**src/rtl/fsn_pkg.sv**
```systemverilog
// Constants and types for the flash sequencer clock notification block
package fsn_pkg;
  // ----------------------------------------------------------------
  // Bus geometry
  // ----------------------------------------------------------------
  localparam int          ADDR_W          = 32;
  localparam int          DATA_W          = 32;
  localparam logic [31:0] CLK_NOTIFY_ADDR = 32'hFFA1_00E4;
  localparam logic [31:0] ECC_MON_ADDR    = 32'hFFA1_0100;
  localparam logic [3:0]  BE_LOW_HALF     = 4'h3;
  localparam logic [31:0] RD_UNMAPPED     = 32'h0000_0000;
  // ----------------------------------------------------------------
  // Clock notification layout
  // ----------------------------------------------------------------
  localparam int          KEY_MSB         = 15;
  localparam int          KEY_LSB         = 8;
  localparam int          FREQ_W          = 8;
  localparam logic [7:0]  UNLOCK_KEY      = 8'h1E;
  localparam logic [7:0]  FREQ_MAX_DEF    = 8'h50;
  // ----------------------------------------------------------------
  // Encoder monitor layout
  // ----------------------------------------------------------------
  localparam int          MON_W           = 16;
  localparam int          CF_ECC_W        = 9;
  localparam int          DF_ECC_W        = 7;
  localparam logic [15:0] MON_RESET       = 16'hFFFF;
  localparam logic [1:0]  DF_FIXED_HI     = 2'h3;
  localparam logic [5:0]  MON_RSVD_HI     = 6'h3F;
  localparam logic        MON_RSVD_B9     = 1'h0;
  // ----------------------------------------------------------------
  // Timer
  // ----------------------------------------------------------------
  localparam int          US_W            = 16;
  typedef enum logic [0:0] {
    FSN_T_IDLE = 1'b0,
    FSN_T_RUN  = 1'b1
  } fsn_tstate_e;
endpackage

```
**src/rtl/fsn_timer_if.sv**
```systemverilog
// Link between register block and operation timer
`timescale 1ns/1ps
interface fsn_timer_if;
  import fsn_pkg::*;
  logic [FREQ_W-1:0] freq_mhz;
  logic              start;
  logic [US_W-1:0]   dur_us;
  logic              busy;
  logic              done;
  modport ctrl (output freq_mhz, output start, output dur_us,
                input busy, input done);
  modport tmr  (input freq_mhz, input start, input dur_us,
                output busy, output done);
endinterface

```
**src/rtl/fsn_clk_notify.sv**
```systemverilog
// Clock notification and encoder monitor registers on Avalon-MM
//
// The Avalon-MM register port was chosen for this implementation.
`timescale 1ns/1ps
module fsn_clk_notify
  import fsn_pkg::*;
#(
  parameter logic [7:0] FREQ_MAX = FREQ_MAX_DEF
)
(
  // Clock and reset
  input  wire logic                        core_clk_in,
  input  wire logic                        resetn_in,
  // Avalon-MM slave
  input  wire logic [fsn_pkg::ADDR_W-1:0]  avs_address_in,
  input  wire logic                        avs_read_in,
  input  wire logic                        avs_write_in,
  input  wire logic [fsn_pkg::DATA_W-1:0]  avs_writedata_in,
  input  wire logic [3:0]                  avs_byteenable_in,
  output logic      [fsn_pkg::DATA_W-1:0]  avs_readdata_out,
  output logic                             avs_waitrequest_out,
  // Sequencer status and mode
  input  wire logic                        sequencer_ready_flag_in,
  input  wire logic                        cf_pe_mode_in,
  input  wire logic                        df_pe_mode_in,
  // Encoder outputs
  input  wire logic [fsn_pkg::CF_ECC_W-1:0] cf_ecc_in,
  input  wire logic [fsn_pkg::DF_ECC_W-1:0] df_ecc_in,
  // Operation timer
  input  wire logic                        op_start_in,
  input  wire logic [fsn_pkg::US_W-1:0]    op_dur_us_in,
  output logic                             op_busy_out,
  output logic                             op_done_out,
  // Notified frequency
  output logic      [fsn_pkg::FREQ_W-1:0]  sequencer_freq_mhz_out
);
  import fsn_pkg::*;

  logic              waitreq_q;
  logic [DATA_W-1:0] rdata_q;
  logic [FREQ_W-1:0] freq_q;
  logic [MON_W-1:0]  mon_q;
  logic              req;
  logic              fire;
  logic              key_ok;
  logic              wr_freq;

  fsn_timer_if tif ();

  function automatic logic hit(input logic [ADDR_W-1:0] a,
                               input logic [ADDR_W-1:0] b);
    hit = (a == b);
  endfunction

  // ----------------------------------------------------------------
  // Bus handshake
  // ----------------------------------------------------------------
  // One wait cycle, then a single-cycle answer
  assign req    = avs_read_in || avs_write_in;
  assign fire   = req && !waitreq_q;
  assign key_ok = (avs_writedata_in[KEY_MSB:KEY_LSB] == UNLOCK_KEY);
  assign wr_freq = fire && avs_write_in
                   && hit(avs_address_in, CLK_NOTIFY_ADDR)
                   && ((avs_byteenable_in & BE_LOW_HALF) == BE_LOW_HALF)
                   && key_ok && sequencer_ready_flag_in;

  always_ff @(posedge core_clk_in)
  begin
    if (!resetn_in)
      waitreq_q <= 1'b1;
    else
      waitreq_q <= !(req && waitreq_q);
  end

  always_ff @(posedge core_clk_in)
  begin
    if (!resetn_in)
      rdata_q <= RD_UNMAPPED;
    else if (avs_read_in && waitreq_q)
    begin
      // Key byte never reads back
      if (hit(avs_address_in, CLK_NOTIFY_ADDR))
        rdata_q <= {{(DATA_W-FREQ_W){1'b0}}, freq_q};
      else if (hit(avs_address_in, ECC_MON_ADDR))
        rdata_q <= {{(DATA_W-MON_W){1'b0}}, mon_q};
      else
        rdata_q <= RD_UNMAPPED;
    end
  end

  // ----------------------------------------------------------------
  // Frequency notification
  // ----------------------------------------------------------------
  always_ff @(posedge core_clk_in)
  begin
    if (!resetn_in)
      freq_q <= FREQ_MAX;
    else if (wr_freq)
      freq_q <= avs_writedata_in[FREQ_W-1:0];
  end

  // ----------------------------------------------------------------
  // Encoder monitor
  // ----------------------------------------------------------------
  // encoder output on low bits
  always_ff @(posedge core_clk_in)
  begin
    if (!resetn_in)
      mon_q <= MON_RESET;
    else if (cf_pe_mode_in)
      mon_q <= {MON_RSVD_HI, MON_RSVD_B9, cf_ecc_in};
    else if (df_pe_mode_in)
      mon_q <= {MON_RSVD_HI, MON_RSVD_B9, DF_FIXED_HI, df_ecc_in};
    // Outside P/E mode the encoder is idle; show reset value
    else
      mon_q <= MON_RESET;
  end

  // ----------------------------------------------------------------
  // Operation timer
  // ----------------------------------------------------------------
  // timer runs on notified MHz
  assign tif.freq_mhz = freq_q;
  assign tif.start    = op_start_in;
  assign tif.dur_us   = op_dur_us_in;

  fsn_op_timer u_timer (
    .core_clk_in (core_clk_in),
    .resetn_in   (resetn_in),
    .tif         (tif)
  );

  assign avs_readdata_out       = rdata_q;
  assign avs_waitrequest_out    = waitreq_q;
  assign sequencer_freq_mhz_out = freq_q;
  assign op_busy_out            = tif.busy;
  assign op_done_out            = tif.done;
endmodule

```
**src/rtl/fsn_op_timer.sv**
```systemverilog
// Operation timer that turns microseconds into clocks by the notified MHz
`timescale 1ns/1ps
module fsn_op_timer
  import fsn_pkg::*;
(
  // Clock and reset
  input  wire logic  core_clk_in,
  input  wire logic  resetn_in,
  // Timer link
  fsn_timer_if.tmr   tif
);
  fsn_tstate_e       state_q;
  logic [FREQ_W-1:0] freq_lat_q;
  logic [FREQ_W-1:0] pre_q;
  logic [US_W-1:0]   us_q;
  logic              done_q;
  logic              tick;

  // ----------------------------------------------------------------
  // Microsecond prescaler
  // ----------------------------------------------------------------
  // tick every freq clocks
  assign tick = (pre_q + 8'h01 >= freq_lat_q);

  always_ff @(posedge core_clk_in)
  begin
    if (!resetn_in)
    begin
      state_q    <= FSN_T_IDLE;
      freq_lat_q <= FREQ_MAX_DEF;
      pre_q      <= '0;
      us_q       <= '0;
      done_q     <= 1'b0;
    end
    else
    begin
      done_q <= 1'b0;
      unique case (state_q)
        FSN_T_IDLE:
        begin
          if (tif.start)
          begin
            state_q    <= FSN_T_RUN;
            freq_lat_q <= tif.freq_mhz;
            pre_q      <= '0;
            us_q       <= tif.dur_us;
          end
        end
        FSN_T_RUN:
        begin
          if (tick)
          begin
            pre_q <= '0;
            // Zero duration still spends one microsecond
            if (us_q <= 16'h0001)
            begin
              state_q <= FSN_T_IDLE;
              done_q  <= 1'b1;
            end
            else
              us_q <= us_q - 16'h0001;
          end
          else
            pre_q <= pre_q + 8'h01;
        end
      endcase
    end
  end

  assign tif.busy = (state_q == FSN_T_RUN);
  assign tif.done = done_q;
endmodule

```
**config.mk**
```make
export PLATFORM = sky130hd
export DESIGN_NAME = fsn_clk_notify
export DESIGN_NICKNAME = d
export VERILOG_FILES = /design/src/rtl/fsn_pkg.sv /design/src/rtl/fsn_timer_if.sv /design/src/rtl/fsn_clk_notify.sv /design/src/rtl/fsn_op_timer.sv
export SDC_FILE = /design/constraint.sdc
export NUM_CORES = 1
export LEC_CHECK = 0
export BUFFER_PORTS_ARGS = -buffer_cell sky130_fd_sc_hd__buf_2
export CORE_ASPECT_RATIO = 1.5
export CORE_MARGIN = 1
export CORE_UTILIZATION = 42
export CTS_CLUSTER_DIAMETER = 200
export CTS_CLUSTER_SIZE = 24
export DETAILED_ROUTE_END_ITERATION = 12
export PLACE_DENSITY = 0.85
export SLEW_MARGIN = 40
export SYNTH_ARGS = -nofsm -noshare
export SYNTH_HDL_FRONTEND = slang
export SYNTH_HIERARCHICAL = 1
export SYNTH_SLANG_ARGS = --single-unit
```
**constraint.sdc**
```tcl
create_clock -name core_clk_in -period 2.5 [get_ports core_clk_in]
set_clock_uncertainty 0.1 [all_clocks]
set_input_delay 0.375 -clock core_clk_in [delete_from_list [all_inputs] [get_ports core_clk_in]]
set_output_delay 0.375 -clock core_clk_in [all_outputs]
set_load 0.02 [all_outputs]
```
# [Word-level counts from Yosys, hierarchy flattened]
# Index checks and enable logic that the tools add are counted.
[totals] out_inout_bits=43 latchBits=0 register_bits=91 wordCells=54 mem_count=0 rom_bits=0 mem_bits_rw=0 input_bits=108
[op_classes] n_mux=16 magnitude_cmp=2 reduce_logical=15 n_div=0 n_shift=0 addsub=2 bitwise=2 eq_ne=7 n_mul=0
[op_table] cell="16-bit two-way mux" n=5
[op_table] cell="32-bit == test (second input constant)" n=2
[op_table] cell="16-bit case mux with 2 select lines" n=1
[op_table] cell="10-bit two-way mux" n=2
[op_table] cell="16-bit by 1-bit <= comparator with 1-bit output (second input constant)" n=1
[op_table] cell="8-bit two-way mux" n=2
[op_table] cell="8-bit case mux with 2 select lines" n=1
[op_table] cell="16-bit by 1-bit subtractor with 16-bit output (second input constant)" n=1
[op_table] cell="8-bit by 1-bit adder with 8-bit output (second input constant)" n=1
[op_table] cell="8-bit by 5-bit == test with 1-bit output (second input constant)" n=1
[op_table] cell="8-bit >= comparator" n=1
[op_table] cell="1-bit logical AND" n=8
[op_table] cell="2-bit inequality test (second input constant)" n=3
[op_table] cell="3-bit AND reduction" n=2
[op_table] cell="1-bit two-way mux" n=4
[op_table] cell="2-bit == test (second input constant)" n=1
[op_table] cell="1-bit zero test" n=2
[op_table] cell="1-bit inverter" n=2
[op_table] cell="1-bit case mux with 2 select lines" n=1
[op_table] cell="2-bit AND reduction" n=1
[op_table] cell="2-bit OR reduction" n=1
[op_table] cell="1-bit logical OR" n=1

# [Depth between registers and ports, before layout]
[depth] ltp_word=7 depth_mapped=11 mapped_depth_nobuf=10

# [Hierarchy]
# Netlist, hierarchy kept.
[by_module_without_submodules] mod="fsn_op_timer" seq_area_each_um2=680.7 cells_each=253 instances=1 area_each_um2=2099.5
[by_module_without_submodules] mod="fsn_clk_notify" seq_area_each_um2=600.6 cells_each=149 instances=1 area_each_um2=1396.3

# [Worst setup path after synthesis]
# Ideal clock, no wire load.
[synth_path] path_kind="register -> register" from="register u_timer.pre_q[0]" to="register u_timer.pre_q[5]" slack_ns=-0.031 arrival_time_ns=2.340 path_stages_with_launch=12 required_time_ns=2.309 n_path_buf=1 setup_ns=0.091 period_less_slack_ns=2.531 cell_sequence="dfxtp_1 > ha_1 > nand3_1 > nor2_1 > xor2_1 > ha_1 > a21o_1 > a21oi_1 > o311a_4 > clkbuf_2 > o21ai_1 > a311oi_1"
[synth_via] elab_chain_cells=4
[synth_rtl] element="start, declared" line="fsn_op_timer.sv:14" source="logic [FREQ_W-1:0] pre_q;"
[synth_rtl] element="start signal, assigned" line="fsn_op_timer.sv:64" source="pre_q <= pre_q + 8'h01;"
[synth_rtl] element="8-bit by 1-bit adder with 8-bit output (*)" line="fsn_op_timer.sv:23, fsn_op_timer.sv:64"
[synth_rtl] element="8-bit >= comparator" line="fsn_op_timer.sv:23" source="assign tick = (pre_q + 8'h01 >= freq_lat_q);"
[synth_rtl] element="8-bit two-way mux (*)" line="fsn_op_timer.sv:51" source="if (tick)"
[synth_rtl] element="8-bit case mux with 2 select lines (*)" line="fsn_op_timer.sv:38" source="unique case (state_q)"
# Mark *: on every way between the ends. The rest lies on a longest branch, timed or not.
# A chain may end at the register's enable or synchronous reset.

# [Worst setup path in the final report]
[layout_path] from="register u_timer.pre_q[1]" to="register u_timer.us_q[12]"
[layout_via] elab_chain_cells=4
[layout_rtl] element="8-bit by 1-bit adder with 8-bit output" line="fsn_op_timer.sv:23"
[layout_rtl] element="8-bit >= comparator" line="fsn_op_timer.sv:23"
[layout_rtl] element="2-bit inequality test (no source line)"
[layout_rtl] element="3-bit AND reduction (no source line)"
[layout_rtl] element="end signal, assigned" line="fsn_op_timer.sv:46" source="us_q <= tif.dur_us;"
[layout_rtl] element="end signal, assigned" line="fsn_op_timer.sv:61" source="us_q <= us_q - 16'h0001;"
[layout_rtl] element="end, declared" line="fsn_op_timer.sv:15" source="logic [US_W-1:0] us_q;"
# Every way passes these cells.

==> summary.md <==
| Metric | Value |
|---|---|
| Final net count | `650` |
| Metal3 WL | `949 um` |
| Post-Route WL | `11.8 mm` |
| CP max FO | `6` |
| Residual DRC count | `0` |
| Post-route cell area | `4850 sq um` |
| Vias | `3,772` |
| Hpwl dp | `7.80 mm` |
| First-pass GRT wire length | `17.2 mm` |
| H-tree depth | `3` |
| Max-Cap Viols | `0` |
| Initial DRT Pass Iterations | `5` |
| Clk_lat worst skew | `0.33 ns` |
| N_diodes | `0` |
| Placed Area | `4140 sq um` |
| Routed vias/inst | `5.88` |
| Power per cell area | `613 nW/um^2` |
| DR iter-0 viols | `302` |
| Post-layout util | `60.2%` |
| Lkg Pwr | `2.06 nW` |
| Syn avg cell area | `8.70 sq um` |
| Setup crit end kind | `register` |
| Sequential cell area | `1290 sq um` |
| Worst-Margin Slew | `0.649 ns` |
| Antenna-violating nets left | `0` |
| Starting Density | `43.4%` |
| Top cell type's share of synthesized area | `36.6%` |
| Area of the multi-input gates | `2220 sq um` |
| CTS Hold Bufs | `0` |
| Placer Congestion | `0.913` |
| Layout cells sized above 1 | `40.9%` |
| Crit path kind | `reg2reg` |
| Failing checks | `negative setup slack` |
| Rows | `40` |
| Critical path, cell by cell | `ha_4 > nand3_4 > nor2_4 > xor2_2 > ha_1 > nand3_4 > o311a_4 > or2_4 > o31ai_1` |
| Total Power | `2.97 mW` |
| Core box area | `8060 sq um` |
| CTS tree | `yes` |
| Setup Viol. Count Final | `19` |
| Status | `finished with violations` |
| Port Buffer Count | `116` |
| Top Layer Used | `met4` |
| Synthesis-stage register bit count | `64` |
| Ys flop type | `dfxtp_1` |
| Max-slew violation count | `0` |
| Max clock buf depth | `2` |
| Die W | `76.5 um` |
| Data required, critical path | `2.62 ns` |
| Crit-path slowest cell | `o311a_4` |
| Critical path startpoint category | `register` |
| RSZ-0062 raised after global routing | `true` |
| Crit path DAT | `2.77 ns` |
| Final TNS setup | `-1.32 ns` |
| Post-synth EDFFs | `0` |
| Area growth from synthesis to layout | `38.8%` |
| DIE AREA | `8700 sq um` |
| CTS sink cnt | `64` |
| Slowest stage delay, CP | `0.46 ns` |
| Root Buffer | `clkbuf_16` |
| Clock transition at the registers of the reported paths | `0.06 ns` |
| Max Clock Freq | `377 MHz` |
| Final Hold Viols | `0` |
| Final Cycle Share | `106%` |
| Die height | `114 um` |
| CTS buffer count | `9` |
| Initial antenna violation count | `0` |
| VDD IR max | `0.000501 V` |
| Tot GR Track Use | `25.8%` |
| Largest net degree at the start of global routing | `47` |
| IO Pins | `151` |
| WL met2 | `6.14 mm` |
| Unique cell type count in the Yosys netlist | `72` |
| Post-route worst setup slack | `-0.153 ns` |
| Seq/Total Area, Yosys | `36.6%` |
| Post-Synthesis Cells | `402` |
| Post-synth top area cell | `dfxtp_1` |
| Wl on met1 | `4.00 mm` |
| Syn Std Cell Area | `3500 sq um` |
| Vias in the first global route | `3,543` |
| Post-synth ARST share | `0%` |
| Tightest slew margin relative to the limit | `56.6%` |
| Fin crit period | `2.65 ns` |
| Worst path most repeated cell | `nand3_4` |
| Ys Warns | `6` |
| Total congestion overflow | `0` |
| Drt wl/cell | `18.5 um` |
| FILL cells | `645` |
| Top cells by area, synth | `dfxtp_1 37%, nand2_1 5.0%, buf_4 4.9%, a22o_1 4.3%, ha_1 3.9%` |
| Hold Path Class | `in2reg` |
[synth_stat cells, types with 3 or more instances]
| master | n |
|---|---|
| or3_2 | 3 |
| a31oi_1 | 3 |
| buf_4 | 23 |
| a32o_1 | 3 |
| dfxtp_1 | 64 |
| inv_1 | 12 |
| clkbuf_1 | 9 |
| o211ai_1 | 3 |
| a22oi_1 | 7 |
| o311ai_0 | 4 |
| o21ai_0 | 8 |
| buf_2 | 7 |
| o31ai_1 | 9 |
| nor4_1 | 9 |
| a22o_1 | 17 |
| ha_1 | 11 |
| o22ai_1 | 6 |
| nand4_1 | 3 |
| xor2_1 | 4 |
| or4_1 | 3 |
| o311ai_1 | 9 |
| nor2_1 | 28 |
| o21ai_1 | 5 |
| nand3_1 | 7 |
| or4_4 | 3 |
| mux2i_1 | 7 |
| nand2_1 | 47 |
| nor3_1 | 12 |
| a21oi_1 | 18 |
| nor3b_1 | 3 |
[final timing paths]
path / from / endpoint / slack [ns] / cells past startpoint
setup reg to reg: u_timer/pre_q[1]$_SDFFE_PN0P_ / u_timer/us_q[12]$_SDFFE_PN0P_ / -0.15 / 9
hold / removal: cf_ecc_in[7] / mon_q[7]$_SDFF_PN1_ / 0.13 / 2
hold reg to reg: u_timer/freq_lat_q[5]$_SDFFE_PN0P_ / u_timer/freq_lat_q[5]$_SDFFE_PN0P_ / 0.35 / 2
setup / recovery: u_timer/pre_q[1]$_SDFFE_PN0P_ / u_timer/us_q[12]$_SDFFE_PN0P_ / -0.15 / 9
[metal layers]
metal  up-vias  global-route usage [%]
li1       1732                       -
met1      1710                    25.7
met2       280                    48.2
met3        50                    5.68
met4         0                    16.5
met5         -                       0
[placed cells by master (no fill, tap or decap), drive strengths merged, types with 6 or more instances in the layout]
master,netlist,layout
nor4,9,9
o31ai,9,9
clkinv,2,6
nand2,47,47
a22o,17,17
o21ai,15,15
a22oi,7,7
clkbuf,10,10
nor3,14,14
o22ai,6,6
conb,1,16
a21oi,20,20
o311ai,13,13
buf,33,143
inv,12,12
or4,6,6
dfxtp,64,64
mux2i,7,7
ha,11,11
nand3,7,7
nor2,30,30
[cells by family after synthesis]
kind of cell	after synthesis	synth area share [%]
DFF	64	36.6
adders and majority gates	11	3.94
xor gates and xnor gates	6	1.50
buffers and inverters	58	9.81
and+or+nand+nor	143	22.0
AOI/OAI and AO/OA	112	24.0
other	1	0.107
muxes	7	2.00
[timing repair]
| action | in CTS | in global routing |
|---|---|---|
| gates cloned | 2 | 2 |
| setup buffers | 7 | 1 |
| pin swaps | 8 | 13 |
| setup endpoints to repair | 26 | 24 |
| resized for setup | 32 | 22 |
[registers in the layout, indices dropped and copies added (netlist names)]
signal / count
u_timer/us_q: 16
avs_readdata_out: 11
mon_q: 10
sequencer_freq_mhz_out: 8
u_timer/freq_lat_q: 8
u_timer/pre_q: 8
avs_waitrequest_out: 1
u_timer/tif.busy: 1
u_timer/tif.done: 1
[stage by stage]
stage | hold WS [ns] | instances | worst slack, ns
floorplan | 0.336 | 417 | -0.0152
global placement | 0.344 | 613 | -0.121
detailed placement | 0.347 | 613 | -0.234
CTS | 0.118 | 638 | -0.0476
global route | 0.133 | 641 | -0.193
finish | 0.125 | 641 | -0.153
[worst max-delay path, delay by kind of cell (launching register included)]
kind            cells  cell delay [ns]
fa+ha+maj           2             0.52
compound gates      2             0.76
simple gates        4             0.58
flops               1             0.36
xor+xnor            1             0.18
[power breakdown]
part           internal, mW  total [mW]  switching (mW)
sequential             1.06        1.11          0.0490
combinational         0.251       0.630           0.379
clock                 0.770        1.23           0.462
[area by class of cell]
cell class | count | share of cell area (%)
Tap cell | 105 | 2.71
Clock inverter | 7 | 1.50
Sequential cell | 64 | 26.7
Multi-Input combinational cell | 298 | 45.8
Inverter | 14 | 1.08
Timing Repair Buffer | 144 | 17.7
Clock buffer | 9 | 4.64
Power figures use the tool's default switching activity.
